[src/inc/amp_switch_defs.svh]
`ifndef AMP_SWITCH_DEFS_SVH
`define AMP_SWITCH_DEFS_SVH

// ----------------------------------------
// Register word indexes (address bits 4:2)
// ----------------------------------------
`define OFS_AMP1_TRIM 3'h0
`define OFS_AMP1_PATH 3'h1
`define OFS_AMP2_TRIM 3'h2
`define OFS_AMP2_PATH 3'h3
`define OFS_AMP2_GAIN 3'h4

// ----------------------------------------
// Field positions
// ----------------------------------------
`define B_LEVEL 7
`define B_MODE 6
`define B_REFSEL 5
`define B_TO_CMP 7
`define B_FB 6
`define B_PSEL_HI 5
`define B_PSEL_LO 4
`define B_POS_PIN 3
`define B_NEG_PIN 2
`define B_OUT_EN 1
`define B_EN 0
`define B_L_NEG 7
`define B_L_POS 6
`define B_GAIN_EN 3

// ----------------------------------------
// Reset values and bus answers
// ----------------------------------------
`define TRIM_RST 7'h10
`define PATH_RST 8'h0c
`define GAIN_RST 6'h00
`define RESP_OKAY 2'h0
`define RESP_SLVERR 2'h2

`endif

[src/inc/amp_switch_pkg.sv]
package amp_switch_pkg;
   typedef logic [7:0] byte_t;
   typedef enum logic [1:0] {
      REF_NONE = 2'h0,
      REF_HIGH = 2'h1,
      REF_MID = 2'h2,
      REF_LOW = 2'h3
   } ref_sel_e;
endpackage
[src/design/amp_switch_ctrl.sv]
// The address map and the AXI4-Lite slave port were chosen for this implementation.
`timescale 1ns/100ps
`include "amp_switch_defs.svh"

module amp_switch_ctrl
   import amp_switch_pkg::*;
#(
   parameter bit FULL_VARIANT = 1'b1
) (
   input wire logic clk,
   input wire logic sys_rst,
   input wire logic [31:0] s_axi_awaddr,
   input wire logic s_axi_awvalid,
   output logic s_axi_awready,
   input wire logic [31:0] s_axi_wdata,
   input wire logic [3:0] s_axi_wstrb,
   input wire logic s_axi_wvalid,
   output logic s_axi_wready,
   output logic [1:0] s_axi_bresp,
   output logic s_axi_bvalid,
   input wire logic s_axi_bready,
   input wire logic [31:0] s_axi_araddr,
   input wire logic s_axi_arvalid,
   output logic s_axi_arready,
   output logic [31:0] s_axi_rdata,
   output logic [1:0] s_axi_rresp,
   output logic s_axi_rvalid,
   input wire logic s_axi_rready,
   input wire logic amp1_out_level,
   input wire logic amp2_out_level,
   output logic [1:0] amp_enable,
   output logic [1:0] out_pin_switch,
   output logic [1:0] cmp_route_switch,
   output logic [1:0] self_fb_switch,
   output logic [1:0] pos_pin_switch,
   output logic [1:0] neg_pin_switch,
   output logic [1:0] ref_low_switch,
   output logic [1:0] ref_mid_switch,
   output logic [1:0] ref_high_switch,
   output logic [1:0] cal_neg_switch,
   output logic [1:0] cal_pos_switch,
   output logic [1:0] cal_short_switch,
   output logic [4:0] amp1_trim_code,
   output logic [4:0] amp2_trim_code,
   output logic amp1_to_amp2_neg,
   output logic amp1_to_amp2_pos,
   output logic gain_net_enable,
   output logic [2:0] gain_code
);

   // ----------------------------------------
   // Decode helpers
   // ----------------------------------------
   function automatic logic idx_valid(input logic [31:0] a);
      idx_valid = (a[31:5] == 27'h0) && (a[4:2] <= `OFS_AMP2_GAIN);
   endfunction

   function automatic logic [2:0] ref_decode(input logic [7:0] p);
      ref_sel_e s;
      s = p[`B_POS_PIN] ? REF_NONE : ref_sel_e'(p[`B_PSEL_HI:`B_PSEL_LO]);
      ref_decode = {s == REF_LOW, s == REF_MID, s == REF_HIGH};
   endfunction

   // Returns {short, pos, neg}; the lite variant has no calibration switches.
   function automatic logic [2:0] cal_decode(input logic [6:0] t);
      if (!FULL_VARIANT) begin
         cal_decode = 3'h0;
      end else if (!t[`B_MODE]) begin
         cal_decode = 3'b011;
      end else begin
         cal_decode = {1'b1, t[`B_REFSEL], !t[`B_REFSEL]};
      end
   endfunction

   // ----------------------------------------
   // Register state
   // ----------------------------------------
   logic [6:0] trim_q [2];
   byte_t path_q [2];
   logic [5:0] gain_q;
   logic [31:0] awaddr_q;
   logic [7:0] wdata_q;
   logic wstrb0_q;
   logic do_write;
   logic [2:0] wr_idx;
   logic [1:0] level;
   byte_t rd_d;

   assign level = {amp2_out_level, amp1_out_level};
   assign do_write = !s_axi_awready && !s_axi_wready && !s_axi_bvalid;
   assign wr_idx = awaddr_q[4:2];

   // ----------------------------------------
   // Write channel
   // ----------------------------------------
   // Address and data are held until both have arrived, so either order works.
   always_ff @(posedge clk or posedge sys_rst) begin
      if (sys_rst) begin
         s_axi_awready <= 1'b1;
         s_axi_wready <= 1'b1;
         s_axi_bvalid <= 1'b0;
         s_axi_bresp <= `RESP_OKAY;
         awaddr_q <= 32'h0;
         wdata_q <= 8'h0;
         wstrb0_q <= 1'b0;
      end else begin
         if (s_axi_awvalid && s_axi_awready) begin
            s_axi_awready <= 1'b0;
            awaddr_q <= s_axi_awaddr;
         end
         if (s_axi_wvalid && s_axi_wready) begin
            s_axi_wready <= 1'b0;
            wdata_q <= s_axi_wdata[7:0];
            wstrb0_q <= s_axi_wstrb[0];
         end
         if (do_write) begin
            s_axi_bvalid <= 1'b1;
            s_axi_bresp <= idx_valid(awaddr_q) ? `RESP_OKAY : `RESP_SLVERR;
         end
         if (s_axi_bvalid && s_axi_bready) begin
            s_axi_bvalid <= 1'b0;
            s_axi_awready <= 1'b1;
            s_axi_wready <= 1'b1;
         end
      end
   end

   // Only byte lane 0 carries register bits; upper lanes are ignored.
   always_ff @(posedge clk or posedge sys_rst) begin
      if (sys_rst) begin
         trim_q[0] <= `TRIM_RST;
         trim_q[1] <= `TRIM_RST;
         path_q[0] <= `PATH_RST;
         path_q[1] <= `PATH_RST;
         gain_q <= `GAIN_RST;
      end else if (do_write && wstrb0_q && idx_valid(awaddr_q)) begin
         case (wr_idx)
            `OFS_AMP1_TRIM: begin
               if (FULL_VARIANT) begin
                  trim_q[0] <= wdata_q[6:0];
               end
            end
            `OFS_AMP2_TRIM: begin
               if (FULL_VARIANT) begin
                  trim_q[1] <= wdata_q[6:0];
               end
            end
            `OFS_AMP1_PATH: path_q[0] <= wdata_q;
            `OFS_AMP2_PATH: path_q[1] <= wdata_q;
            `OFS_AMP2_GAIN: gain_q <= {wdata_q[7:6], wdata_q[3:0]};
            default: gain_q <= gain_q;
         endcase
      end
   end

   // ----------------------------------------
   // Read channel
   // ----------------------------------------
   always_comb begin
      case (s_axi_araddr[4:2])
         `OFS_AMP1_TRIM: rd_d = {level[0], FULL_VARIANT ? trim_q[0] : 7'h0};
         `OFS_AMP2_TRIM: rd_d = {level[1], FULL_VARIANT ? trim_q[1] : 7'h0};
         `OFS_AMP1_PATH: rd_d = path_q[0];
         `OFS_AMP2_PATH: rd_d = path_q[1];
         `OFS_AMP2_GAIN: rd_d = {gain_q[5:4], 2'h0, gain_q[3:0]};
         default: rd_d = 8'h0;
      endcase
   end

   always_ff @(posedge clk or posedge sys_rst) begin
      if (sys_rst) begin
         s_axi_arready <= 1'b1;
         s_axi_rvalid <= 1'b0;
         s_axi_rdata <= 32'h0;
         s_axi_rresp <= `RESP_OKAY;
      end else begin
         if (s_axi_arvalid && s_axi_arready) begin
            s_axi_arready <= 1'b0;
            s_axi_rvalid <= 1'b1;
            s_axi_rdata <= idx_valid(s_axi_araddr) ? {24'h0, rd_d} : 32'h0;
            s_axi_rresp <= idx_valid(s_axi_araddr) ? `RESP_OKAY : `RESP_SLVERR;
         end
         if (s_axi_rvalid && s_axi_rready) begin
            s_axi_rvalid <= 1'b0;
            s_axi_arready <= 1'b1;
         end
      end
   end

   // ----------------------------------------
   // Switch decode
   // ----------------------------------------
   // Outputs are registered so the analog side never sees decode glitches,
   // at the cost of one cycle between a register change and the switch.
   always_ff @(posedge clk or posedge sys_rst) begin
      if (sys_rst) begin
         amp_enable <= 2'h0;
         out_pin_switch <= 2'h0;
         cmp_route_switch <= 2'h0;
         self_fb_switch <= 2'h0;
         pos_pin_switch <= 2'h0;
         neg_pin_switch <= 2'h0;
         ref_low_switch <= 2'h0;
         ref_mid_switch <= 2'h0;
         ref_high_switch <= 2'h0;
         cal_neg_switch <= 2'h0;
         cal_pos_switch <= 2'h0;
         cal_short_switch <= 2'h0;
      end else begin
         for (int i = 0; i < 2; i++) begin
            amp_enable[i] <= path_q[i][`B_EN];
            out_pin_switch[i] <= path_q[i][`B_EN] && path_q[i][`B_OUT_EN];
            cmp_route_switch[i] <= path_q[i][`B_TO_CMP];
            self_fb_switch[i] <= path_q[i][`B_FB];
            pos_pin_switch[i] <= path_q[i][`B_POS_PIN];
            neg_pin_switch[i] <= path_q[i][`B_NEG_PIN];
            {ref_low_switch[i], ref_mid_switch[i], ref_high_switch[i]} <= ref_decode(path_q[i]);
            {cal_short_switch[i], cal_pos_switch[i], cal_neg_switch[i]} <= cal_decode(trim_q[i]);
         end
      end
   end

   always_ff @(posedge clk or posedge sys_rst) begin
      if (sys_rst) begin
         amp1_trim_code <= 5'h0;
         amp2_trim_code <= 5'h0;
         amp1_to_amp2_neg <= 1'b0;
         amp1_to_amp2_pos <= 1'b0;
         gain_net_enable <= 1'b0;
         gain_code <= 3'h0;
      end else begin
         amp1_trim_code <= FULL_VARIANT ? trim_q[0][4:0] : 5'h0;
         amp2_trim_code <= FULL_VARIANT ? trim_q[1][4:0] : 5'h0;
         amp1_to_amp2_neg <= gain_q[5];
         amp1_to_amp2_pos <= gain_q[4];
         gain_net_enable <= gain_q[`B_GAIN_EN];
         gain_code <= gain_q[2:0];
      end
   end

   // ----------------------------------------
   // Per-amplifier switch checks
   // ----------------------------------------

   for (genvar g = 0; g < 2; g++) begin : g_chk

   end
endmodule // amp_switch_ctrl

[config.mk]
export PLATFORM = sky130hd
export DESIGN_NAME = amp_switch_ctrl
export DESIGN_NICKNAME = d
export VERILOG_FILES = /design/src/inc/amp_switch_pkg.sv /design/src/design/amp_switch_ctrl.sv
export VERILOG_INCLUDE_DIRS = /design/src /design/src/inc
export SDC_FILE = /design/constraint.sdc
export NUM_CORES = 1
export LEC_CHECK = 0
export ABC_AREA = 0
export CAP_MARGIN = 15
export CORE_ASPECT_RATIO = 0.7
export CORE_MARGIN = 10
export CORE_UTILIZATION = 40
export DETAILED_ROUTE_END_ITERATION = 8
export DONT_BUFFER_PORTS = 1
export PLACE_DENSITY = 0.56
export SLEW_MARGIN = 40
export SYNTH_ARGS = -nofsm -noshare
export SYNTH_HDL_FRONTEND = slang
export SYNTH_SLANG_ARGS = --single-unit
[constraint.sdc]
create_clock -name clk -period 6 [get_ports clk]
set_input_delay 1.2 -clock clk [delete_from_list [all_inputs] [get_ports clk]]
set_output_delay 1.2 -clock clk [all_outputs]
set_load 0.1 [all_outputs]
After elaboration in Yosys (flattened, before gate mapping)

Index checks and enable logic that the tools add are counted.

Output and inout bits: 81
Flip-flop bits (word level): 158
Logic and storage cells: 99
Bits of input ports: 109

Mux-type cells: 18
$lt $le $gt $ge: 2
Reduce and logical (&&, ||, !) cells: 31
Equal/unequal tests: 14

Operators by type and width:

| operator             | count |
|---|---|
| $logic_not A27 Y1    | 2 |
| $pmux W8 S5          | 1 |
| $logic_and A1 B1 Y1  | 13 |
| $eq A3 B2 Y1 const B | 4 |
| $mux W1              | 10 |
| $reduce_and A2 Y1    | 5 |
| $eq A2 B2 Y1 const B | 4 |
| $mux W2              | 4 |
| $mux W8              | 1 |
| $reduce_bool A2 Y1   | 4 |
| $eq A3 B1 Y1 const B | 2 |
| $eq A3 B3 Y1 const B | 2 |
| $le A3 B3 Y1 const B | 2 |
| $logic_not A3 Y1     | 2 |
| $mux W3              | 2 |
| $logic_not A1 Y1     | 5 |
| $eq A2 B1 Y1 const B | 2 |

Longest topological paths before layout

Depth after elaboration: 6
Gate-level depth with buffers: 5

Worst setup path after synthesis

OpenSTA, ideal clock, no wires.

Path type: in2reg
Start: input port s_axi_araddr[11]
End: register s_axi_rresp[1]
Setup slack: 3420 ps
Data required time: 5861 ps
Cell stages on the path: 4
Buffers on the path: 1
Arrival: 2442 ps
Cell sequence: or4_1 > or4_1 > clkbuf_1 > a21boi_0

Cells in the longest elaborated chain, start to end: 3

Ends and longest elaborated chain:

| what                 | RTL line               | source |
|---|---|---|
| from (decl)          | amp_switch_ctrl.sv:22  | `input wire logic [31:0] s_axi_araddr,` |
| $logic_not A27 Y1    | amp_switch_ctrl.sv:55  | `` idx_valid = (a[31:5] == 27'h0) && (a[4:2] <= `OFS_AMP2_GAIN); `` |
| $logic_and A1 B1 Y1  | amp_switch_ctrl.sv:55  |  |
| $mux W2 (no line)    | --                     |  |
| to (signal assigned) | amp_switch_ctrl.sv:175 | `` s_axi_rresp <= `RESP_OKAY; `` |
| to (signal assigned) | amp_switch_ctrl.sv:181 | `` s_axi_rresp <= idx_valid(s_axi_araddr) ? `RESP_OKAY : `RESP_SLVERR; `` |
| to (decl)            | amp_switch_ctrl.sv:26  | `output logic [1:0] s_axi_rresp,` |

Every way passes these cells.
A chain may end at the register's enable or synchronous reset.

Final worst setup path

Start: register neg_pin_switch[0]
End: output port neg_pin_switch[0]

RTL lines:

| what                              | RTL line               | source |
|---|---|---|
| from (decl)                       | amp_switch_ctrl.sv:36  | `output logic [1:0] neg_pin_switch,` |
| from (signal, indexed assignment) | amp_switch_ctrl.sv:216 | `` neg_pin_switch[i] <= path_q[i][`B_NEG_PIN]; `` |

No word-level cell between the ends.

==> metrics.md <==
| Metric | Value |
|---|---|
| Final hold slack | 0.402 ns |
| Worst Hold Class | reg2reg |
| Crit path kind | reg2out |
| Clk slew on worst S/H paths | 0.06 ns |
| Startpoint class of the critical path | flop |
| WP data required | 4.80 ns |
| Post_cts resized | 0 |
| Most frequent cells in the layout | dfrtp_1, mux2_2, dfrtp_2 |
| WHS Endpoint | self_fb_switch[1]$_DFF_PP0_ |
| Dpl cell area | 5430 um2 |
| Clk buf depth | 2 |
| Initial antenna violation count | 0 |
| Sum of negative setup slack | 0 ns |
| Switching Fraction | 29.7% |
| Worst Hold Depth | 0 |
| Starting Density | 40.8% |
| Synth Register Bits | 130 |
| Least-Margin Pin Slew | 0.892 ns |
| FF-to-FF Start | s_axi_bvalid$_DFFE_PP0P_ |
| Hold buffer count at CTS | 0 |
| Pwr Total | 2.79 mW |
| R2r endpoint | gain_q[1]$_DFFE_PP0P_ |
| Slew headroom | 40.6% |
| TritonCTS clock tree | yes |
| Core area | 13100 um2 |
| Cells after Synth | 356 |
| Clock Skew | 0.0105 ns |
| Clock network fraction of design power | 41.3% |
| Synth area leaders | dfrtp_1, mux2_2, dfstp_2 |
| Hold Crit Start | path_q[6]$_DFFE_PP0P_ |
| # setup viols final | 0 |
| Synth top area share | 56.7% |
| Die Wd | 158 um |
| Routed WL per cell | 22.2 um |
| Initial DRT Pass Iterations | 4 |
| Avg Cell Area, Syn | 15.0 um2 |
| Number of library cell types mapped by synthesis | 39 |
| Internal power | 1.96 mW |
| Leakage power | 2.75 nW |
| Maximum fanout along the worst path | 1 |
| DR DRC count | 0 |
| I/O Buffers | 0 |
| Critical Path Sink Type | primary output |
| ANT nets after route | 0 |
| Routability cong. | 0.728 |
| Share of cells above drive strength 1 | 43.5% |
| Synth Warn # | 0 |
| Commonest non-fill, non-tap cell in the layout | dfrtp_1 |
| PwrDens | 457 nW/um2 |
| CP arrival | 1.33 ns |
| CTS root buf | clkbuf_16 |
| Max Cap Viol | 0 |
| H-Tree Depth | 4 |
| Vias per inst | 5.08 |
| Post-Syn Area | 5340 um2 |
| Peak supply drop | 0.185 mV |
| Seq pwr share | 45.9% |
| Row cnt | 35 |
| Synth Flop Type | dfrtp_1 |
| Status | finished, final reports clean |
| RSZ-0062 raised after global routing | no |
| Cell accounting for the most synthesized area | dfrtp_1 |
| Overflow after GRT | 0 |
| Antenna Cells | 0 |
| Cts bufs inserted | 17 |
| Clock Sinks | 130 |
| Min Tclk post-route | 2.53 ns |
| Net Switching | 829 uW |
| Largest net degree at the start of global routing | 90 |
| DP HPWL | 8590 um |
| Worst-skew pair later-pin latency | 0.41 ns |
| Vias in the first global route | 3008 |
| Die Y | 117 um |
| Final nets | 475 |
| R2r setup slk | 3.50 ns |
| Combinational power share | 12.8% |
| Async S/R FF share, synth | 100% |
| Fin. Hold Viols | 0 |
| Seq/Total Area, Yosys | 61.2% |
| Setup bufs post-CTS | 0 |
| Vias | 2768 |
| Starting DRT DRC Count | 147 |
| Final wirelength | 12100 um |
| R2r worst-path depth | 4 |
| GRT Overall Usage | 13.3% |
| EDFF count, synth | 0 |
| Die Area | 18400 um2 |
| Area delta synth->final | 14.5% |
| Final period utilization | 42.2% |
| Fin. max-slew vios | 0 |
| Top Ports | 190 |
| First-pass GRT wire length | 18200 um |
| Cell area after layout | 6110 um2 |
| Max frequency | 395 MHz |
-- Yosys cell counts, types with 3 or more instances --
cell type	instances
dfrtp_1	121
mux2_2	61
buf_4	26
nand2_1	17
o21ai_0	16
mux2_4	14
dfstp_2	9
mux2i_1	7
nor4_4	7
clkbuf_1	6
inv_1	6
mux4_2	5
nor2_1	5
nor2b_1	5
nor4_1	5
nand2b_1	4
nor3b_1	4
a31oi_1	3
nand4_1	3
nor3_4	3
o2bb2ai_1	3
-- metal layers --
metal,track usage [%],vias to the layer above,wire length [um],part of all wire [%]
met5,0,-,0,0
met4,4.43,0,123,1.0
met3,5.48,12,1140,9.4
met2,20.3,98,5590,46
met1,16.9,1421,5250,43
li1,-,1237,-,-
-- registers in the layout, summed over array words and instances (netlist names), 3 cells and up --
name and count:
amp1_trim_code 5, wdata_q 8, amp2_trim_code 5, gain_code 3
awaddr_q 30, trim_q 14, gain_q 6, s_axi_rdata 8
path_q 16
-- cells by family after synthesis --
kind of cell	after synthesis	share of synthesized area, %
and+or+nand+nor	68	10.4
buffers and inverters	42	5.09
muxes	87	20.2
AOI/OAI and AO/OA	28	3.07
DFF	130	61.2
other	1	0.0703
-- how the worst max path moves through the flow --
| stage | startpoint | endpoint | depth (start not counted) |
|---|---|---|---|
| floorplan | sys_rst | amp1_to_amp2_neg$_DFF_PP0_ | 1 |
| global placement | s_axi_araddr[11] | s_axi_rresp[1]$_DFFE_PP0P_ | 3 |
| detailed placement | s_axi_araddr[27] | s_axi_rresp[1]$_DFFE_PP0P_ | 4 |
| CTS | amp1_trim_code[0]$_DFF_PP0_ | amp1_trim_code[0] | 0 |
| global route | s_axi_arready$_DFFE_PP1P_ | s_axi_rdata[7]$_DFFE_PP0P_ | 3 |
| finish | neg_pin_switch[0]$_DFF_PP0_ | neg_pin_switch[0] | 0 |
-- area by class of cell --
class,count,area [um2]
clock inverters,12,205
well taps,166,208
clock buffers,20,457
flip-flops and latches,130,3300
multi-input cells,209,1900
inverters,6,30.0
repair buffers,2,15.0
fillers,1148,6980
-- metrics by stage --
step / worst slack, ns / util (%) / std cells
final: 3.47 / 46.7 / 545
after global routing: 3.37 / 46.7 / 545
after CTS: 3.44 / 46.6 / 545
after detailed placement: 3.22 / 41.5 / 513
after global placement: 3.24 / 41.3 / 513
after floorplan: 1.35 / - / 381
-- power groups by stage --
stage / clock, mW / combinational (mW) / sequential (mW)
after CTS: 1.17 / 0.363 / 1.28
final: 1.15 / 0.356 / 1.28
after detailed placement: 0 / 0.362 / 1.30
after global placement: 0 / 0.352 / 1.29
after global routing: 1.22 / 0.390 / 1.30
after floorplan: 0 / 0.337 / 1.26
No activity file was read; power rests on OpenSTA's default activity.
